`config.mk`:
```
export PLATFORM = sky130hd
export DESIGN_NAME = lsc_top
export DESIGN_NICKNAME = d
export VERILOG_FILES = /design/src/logic/lsc_pkg.sv /design/src/logic/lsc_cond_sample.sv /design/src/logic/lsc_top.sv
export VERILOG_INCLUDE_DIRS = /design/src /design/src/logic
export SDC_FILE = /design/constraint.sdc
export NUM_CORES = 1
export LEC_CHECK = 0
export ABC_AREA = 1
export BUFFER_PORTS_ARGS = -buffer_cell sky130_fd_sc_hd__buf_2
export CORE_UTILIZATION = 39
export DETAILED_ROUTE_END_ITERATION = 10
export PLACE_DENSITY = 0.78
export RECOVER_POWER = 25
export SLEW_MARGIN = 20
export SYNTH_ARGS = -nofsm -noshare
export SYNTH_HDL_FRONTEND = slang
export SYNTH_SLANG_ARGS = --single-unit
```
`constraint.sdc`:
```
create_clock -name clk_i -period 1.03 [get_ports clk_i]
set_input_delay 0.1545 -clock clk_i [delete_from_list [all_inputs] [get_ports clk_i]]
set_output_delay 0.1545 -clock clk_i [all_outputs]
set_load 0.05 [all_outputs]
```
`src/logic/lsc_map.svh`:
```
`ifndef LSC_MAP_SVH
`define LSC_MAP_SVH

// ****************************************************************
// register offsets (byte addresses)
// ****************************************************************
`define LSC_ADDR_W 4
`define LSC_OFS_IND 4'h0
`define LSC_OFS_UNLOCK 4'h4

// ****************************************************************
// indicator_select_control fields
// ****************************************************************
`define LSC_BIT_STATE 15
`define LSC_BIT_POL 14
`define LSC_BIT_OFF 13
`define LSC_BIT_FAST 12
`define LSC_BIT_WAKE 9
`define LSC_BIT_DUPLEX 8
`define LSC_BIT_TX 4
`define LSC_BIT_RX 2
`define LSC_IND_WR_MASK 16'h7314
`define LSC_IND_RST 16'h1014

// ****************************************************************
// unlock register fields
// ****************************************************************
`define LSC_BIT_UNLOCK 12
`define LSC_UNLOCK_RST 1'h0

// ****************************************************************
// network condition inputs
// ****************************************************************
`define LSC_COND_W 7

`endif

```
`src/logic/lsc_pkg.sv`:
```
package lsc_pkg;

  typedef logic [31:0] lsc_word_t;
  typedef logic [15:0] lsc_half_t;

  // index of each sampled network condition
  typedef enum logic [2:0] {
    LSC_C_TX,
    LSC_C_RX,
    LSC_C_FAST,
    LSC_C_WAKE_MODE,
    LSC_C_WAKE_SEEN,
    LSC_C_LINK_PASS,
    LSC_C_FULL_DUPLEX
  } lsc_cond_idx_t;

endpackage : lsc_pkg

```
`src/logic/lsc_cond_sample.sv`:
```
`timescale 1ns/10ps
`include "lsc_map.svh"

module lsc_cond_sample
  import lsc_pkg::*;
(
  input wire logic clk_i,
  input wire logic rst_i,
  input wire logic [`LSC_COND_W-1:0] cond_i,
  output logic [`LSC_COND_W-1:0] cond_o
);

  logic [`LSC_COND_W-1:0] nxt_cond;
  logic [`LSC_COND_W-1:0] cond_ff;

  // ****************************************************************
  // one flop per condition, same clock as the mac core
  // ****************************************************************
  genvar gi;
  generate
    for (gi = 0; gi < `LSC_COND_W; gi = gi + 1)
    begin : g_cond
      always_comb
      begin
        nxt_cond[gi] = rst_i ? 1'h0 : cond_i[gi];
      end
    end
  endgenerate

  always_ff @(posedge clk_i)
  begin
    cond_ff <= nxt_cond;
  end

  assign cond_o = cond_ff;

endmodule : lsc_cond_sample

```
`src/logic/lsc_top.sv`:
```
// Added by the designer: the register offsets and the Wishbone register port.
`timescale 1ns/10ps
`include "lsc_map.svh"

module lsc_top
  import lsc_pkg::*;
(
  input wire logic clk_i,
  input wire logic rst_i,
  input wire logic soft_rst_i,
  input wire logic stop_i,
  input wire logic wb_cyc_i,
  input wire logic wb_stb_i,
  input wire logic wb_we_i,
  input wire logic [`LSC_ADDR_W-1:0] wb_adr_i,
  input wire logic [3:0] wb_sel_i,
  input wire logic [31:0] wb_dat_i,
  output logic [31:0] wb_dat_o,
  output logic wb_ack_o,
  input wire logic tx_act_i,
  input wire logic rx_act_i,
  input wire logic speed_100_i,
  input wire logic wake_mode_en_i,
  input wire logic wake_frame_seen_i,
  input wire logic link_pass_i,
  input wire logic full_duplex_i,
  output logic indicator_state_bit_o,
  output logic led_o,
  output logic led_oe_o
);

  // ****************************************************************
  // condition sampling
  // ****************************************************************
  logic [`LSC_COND_W-1:0] cond_raw;
  logic [`LSC_COND_W-1:0] cond_q;

  assign cond_raw[LSC_C_TX] = tx_act_i;
  assign cond_raw[LSC_C_RX] = rx_act_i;
  assign cond_raw[LSC_C_FAST] = speed_100_i;
  assign cond_raw[LSC_C_WAKE_MODE] = wake_mode_en_i;
  assign cond_raw[LSC_C_WAKE_SEEN] = wake_frame_seen_i;
  assign cond_raw[LSC_C_LINK_PASS] = link_pass_i;
  assign cond_raw[LSC_C_FULL_DUPLEX] = full_duplex_i;

  lsc_cond_sample u_sample (
    .clk_i(clk_i),
    .rst_i(rst_i),
    .cond_i(cond_raw),
    .cond_o(cond_q)
  );

  // ****************************************************************
  // wishbone slave
  // ****************************************************************
  logic ack_ff;
  logic nxt_ack;
  lsc_word_t rdat_ff;
  lsc_word_t nxt_rdat;
  logic req;
  logic hit_ind;
  logic hit_unlock;
  logic wr_ind;
  logic wr_unlock;

  assign req = wb_cyc_i & wb_stb_i & ~ack_ff;
  assign hit_ind = (wb_adr_i == `LSC_OFS_IND);
  assign hit_unlock = (wb_adr_i == `LSC_OFS_UNLOCK);
  assign wr_ind = req & wb_we_i & hit_ind;
  assign wr_unlock = req & wb_we_i & hit_unlock;

  // ****************************************************************
  // registers
  // ****************************************************************
  lsc_half_t cfg_ff;
  lsc_half_t nxt_cfg;
  logic unlock_ff;
  logic nxt_unlock;
  logic state_ff;
  logic nxt_state;
  logic pin_ff;
  logic nxt_pin;
  logic pin_oe_ff;
  logic nxt_pin_oe;
  logic [4:0] terms;
  logic [4:0] ens;
  lsc_half_t wr_bits;
  lsc_half_t wr_lanes;

  always_comb
  begin
    wr_lanes = {{8{wb_sel_i[1]}}, {8{wb_sel_i[0]}}} & `LSC_IND_WR_MASK;
    wr_bits = wb_dat_i[15:0] & `LSC_IND_WR_MASK;
    nxt_cfg = cfg_ff;
    nxt_unlock = unlock_ff;
    // soft reset and stop are deliberately not looked at here
    if (rst_i)
    begin
      nxt_cfg = `LSC_IND_RST;
      nxt_unlock = `LSC_UNLOCK_RST;
    end
    else
    begin
      if (wr_ind && unlock_ff)
      begin
        // state and reserved bits never stored
        nxt_cfg = (cfg_ff & ~wr_lanes) | (wr_bits & wr_lanes);
      end
      if (wr_unlock && wb_sel_i[1])
      begin
        nxt_unlock = wb_dat_i[`LSC_BIT_UNLOCK];
      end
    end
  end

  always_comb
  begin
    nxt_ack = rst_i ? 1'h0 : req;
    nxt_rdat = 32'h0;
    if (req && !wb_we_i && hit_ind)
    begin
      // upper half returned as zero, one legal undefined value
      nxt_rdat[15:0] = cfg_ff;
      nxt_rdat[`LSC_BIT_STATE] = state_ff;
    end
    else if (req && !wb_we_i && hit_unlock)
    begin
      nxt_rdat[`LSC_BIT_UNLOCK] = unlock_ff;
    end
  end

  // ****************************************************************
  // combined state and pin
  // ****************************************************************
  always_comb
  begin
    terms[0] = cond_q[LSC_C_TX];
    terms[1] = cond_q[LSC_C_RX];
    terms[2] = cond_q[LSC_C_FAST];
    terms[3] = cond_q[LSC_C_WAKE_MODE] & cond_q[LSC_C_WAKE_SEEN];
    terms[4] = cond_q[LSC_C_LINK_PASS] & cond_q[LSC_C_FULL_DUPLEX];
    ens = {cfg_ff[`LSC_BIT_DUPLEX], cfg_ff[`LSC_BIT_WAKE],
           cfg_ff[`LSC_BIT_FAST], cfg_ff[`LSC_BIT_RX], cfg_ff[`LSC_BIT_TX]};
    // polarity is not an input of the state
    nxt_state = rst_i ? 1'h0 : |(terms & ens);
    nxt_pin = 1'h0;
    nxt_pin_oe = 1'h0;
    if (rst_i || cfg_ff[`LSC_BIT_OFF])
    begin
      nxt_pin = 1'h0;
      nxt_pin_oe = 1'h0;
    end
    else if (cfg_ff[`LSC_BIT_POL])
    begin
      nxt_pin = nxt_state;
      nxt_pin_oe = 1'h1;
    end
    else
    begin
      // pulls low only, external pull-up gives the high
      nxt_pin = 1'h0;
      nxt_pin_oe = nxt_state;
    end
  end

  always_ff @(posedge clk_i)
  begin
    cfg_ff <= nxt_cfg;
    unlock_ff <= nxt_unlock;
    ack_ff <= nxt_ack;
    rdat_ff <= nxt_rdat;
    state_ff <= nxt_state;
    pin_ff <= nxt_pin;
    pin_oe_ff <= nxt_pin_oe;
  end

  assign wb_ack_o = ack_ff;
  assign wb_dat_o = rdat_ff;
  assign indicator_state_bit_o = state_ff;
  assign led_o = pin_ff;
  assign led_oe_o = pin_oe_ff;

  logic [4:0] raw_terms;
  logic past_ok;
  logic past_ok_nxt;

  assign raw_terms = {link_pass_i & full_duplex_i,
                      wake_mode_en_i & wake_frame_seen_i,
                      speed_100_i, rx_act_i, tx_act_i};
  assign past_ok_nxt = ~rst_i;

  always_ff @(posedge clk_i)
  begin
    past_ok <= past_ok_nxt;
  end
endmodule : lsc_top

```
==> summary.md <==
| Metric | Value |
|---|---|
| Crit Path Max Fanout | 5 |
| Clock Pin Slew Worst Setup and Hold Paths | 0.14 ns |
| Pin count of the biggest net entering global routing | 16 |
| Synth top area share | between 40% and 50% |
| MaxCap Viol Count | 0 |
| Routed len/inst | approximately 8.6 µm |
| All-layer global routing usage | 12.4% |
| Gr ovfl total | 0 |
| Post-route DRC | 5 |
| WHS Endpoint | u_sample.cond_o[1] |
| Pre-antenna DRT Iters | 7 |
| Final core occ | 51.1% |
| Vias in the first global route | 804 |
| Reg2reg path depth | 6 |
| Post-CTS setup buffers | 0 |
| Setup Viol. Count Final | 0 |
| Die Span X | 57.7 µm |
| Syn-to-layout area delta | 20.7% |
| Hold path start | rx_act_i |
| Syn_area_per_cell | 7.70 µm² |
| Overall power | 1.89 mW |
| Clock Latency Late Sink | between 0.3 and 0.4 ns |
| Most frequent cells in the layout | nor2_1, inv_1, conb_1, buf_2, dfxtp_1 |
| Worst Hold Class | in -> reg |
| Clock Sinks | 27 |
| Global-route wire length before repair | 3130 µm |
| Critical path launch point type | flop |
| Worst vdd ir | 0.476 mV |
| Crit path kind | reg -> reg |
| CP endpoint kind | flop |
| # diodes | 0 |
| Initial Utilization | 42.4% |
| DIE AREA | roughly 3300 µm² |
| CTS H-tree lvls | 1 |
| Crit path DAT | 1.23 ns |
| Number of DRC markers in iteration 0 | 21 |
| Seq/Total Area, Yosys | 44.7% |
| Hold path depth | 3 |
| Die Ht | 57.7 µm |
| CTS tree | yes |
| DP HPWL | approximately 1500 µm |
| Status | complete, but fails checks |
| Largest cells by area after synthesis | dfxtp_1, buf_4, nor2_1, inv_1, nand3_1 |
| Place WS | -0.0183 ns |
| Cell taking the most area after synthesis | dfxtp_1 |
| Clk buf depth | 2 |
| Share of cells above drive strength 1 | 30.6% |
| #FFs+latches synth | 27 |
| YS warnings | 0 |
| Count of different cell masters after synthesis | 20 |
| Final Max Tran Viols | 0 |
| Worst setup margin | 0.0163 ns |
| Fmax achieved | a little under 1000 MHz |
| PortBufs | 36 |
| Global placement routability congestion | around 0.73 |
| Post-Synthesis Cells | 157 |
| Leading cell type in the layout, fill and taps excluded | nor2_1 |
| Pwr Density | 1300 nW/µm² |
| Fin. Hold Viols | 0 |
| Tcrit/Tclk final | between 90 and 100% |
| Unrepaired setup endpoints after global routing | true |
| Minimum clock period after layout | 1.01 ns |
| Clock skew | between 0.004 and 0.005 ns |
| LEAKAGE | 0.753 nW |
| Via count | 931 |
| Post-DRT Antenna Nets | 0 |
| Cell chosen for the clock root | clkbuf_4 |
| Post-Syn Area | around 1200 µm² |
| Core outline area | 2850 µm² |
| Antenna violations before repair | 0 |
| WP data required | 1.25 ns |
| CTS Buf Count | 3 |
| R2R setup slack | around 0.016 ns |
| Launch point of the worst reg-to-reg path | wb_ack_o |
| Ports | 90 |
| Nets | 251 |
| Vias per inst | 4.10 |
| Rows | 19 |
| WL final | 1950 µm |
| Failing checks | design-rule violations |
-- kinds of logic (layout without fill, tap and decap cells) --
logic type / count (synthesis) / count (layout) / synth area share, %
AND/OR/NAND/NOR: 72 / 72 / 29.3
buffers and inverters: 54 / 70 / 24.2
flip-flops: 27 / 27 / 44.7
AO/OA/AOI/OAI: 3 / 3 / 1.45
other: 1 / 24 / 0.310
-- worst max path at each step --
stage	start	slack (ns)	to
after floorplan	wb_ack_o	0.009	unlock_ff
after global placement	wb_adr_i[2]	0.003	flop
after detailed placement	wb_ack_o	-0.02	flop
after CTS	wb_ack_o	-0.01	flop
after global routing	wb_ack_o	-0.07	flop
final	wb_ack_o	0.02	flop
-- final cells by class --
type | count | area [µm²]
multi-input cells | 99 | 485
well taps | 31 | 38.8
fillers | 281 | 1390
clock buffers | 3 | 22.5
inverters | 29 | 111
clock inverters | 1 | 5.00
flip-flops and latches | 27 | 548
repair buffers | 37 | 248
-- synthesized netlist by cell type, drive strengths merged --
| master | n |
|---|---|
| nor2 | 35 |
| inv | 28 |
| dfxtp | 27 |
| buf | 24 |
| nand2 | 17 |
| nand3 | 16 |
| a21oi | 2 |
| nand4 | 2 |
| clkbuf | 1 |
| clkinv | 1 |
| conb | 1 |
| nand3b | 1 |
| nor3 | 1 |
| o31ai | 1 |
-- per-layer routing --
layer  part of all wire, %  global-route usage [%]
met1                    43                    13.4
met2                    50                    22.3
met3                   6.7                    2.90
met4                     0                    7.14
met5                     0                       0
-- worst max-delay path, cell delays in order, from the launching register on --
cell and delay (ns):
dfxtp_4 0.38, inv_4 0.06, nand4_4 0.11, nor2_4 0.16, nand2_2 0.07, nand2_1 0.06
nand3_1 0.06
-- stage by stage --
step	cell area [µm²]	TNS, ns	hold slack [ns]	cells
finish	1460	0	0.0190	227
global route	1460	-0.379	0.0150	227
CTS	1420	-0.0214	0.0169	227
detailed placement	1350	-0.0483	0.363	223
global placement	1350	0	0.360	223
floorplan	1310	0	0.261	180
-- where the power goes --
group | switching (mW) | internal [mW]
Combinational | 0.301 | 0.0738
Clock | 0.300 | 0.145
Sequential | 0.00820 | 1.07
-- repair_timing --
| action | in CTS | in global routing |
|---|---|---|
| resized for setup | 16 | 13 |
| pin swaps | 2 | 3 |
| hold buffers | 0 | 0 |
| endpoints found under the setup margin | 17 | 21 |
(Power assumes the default switching activity.)
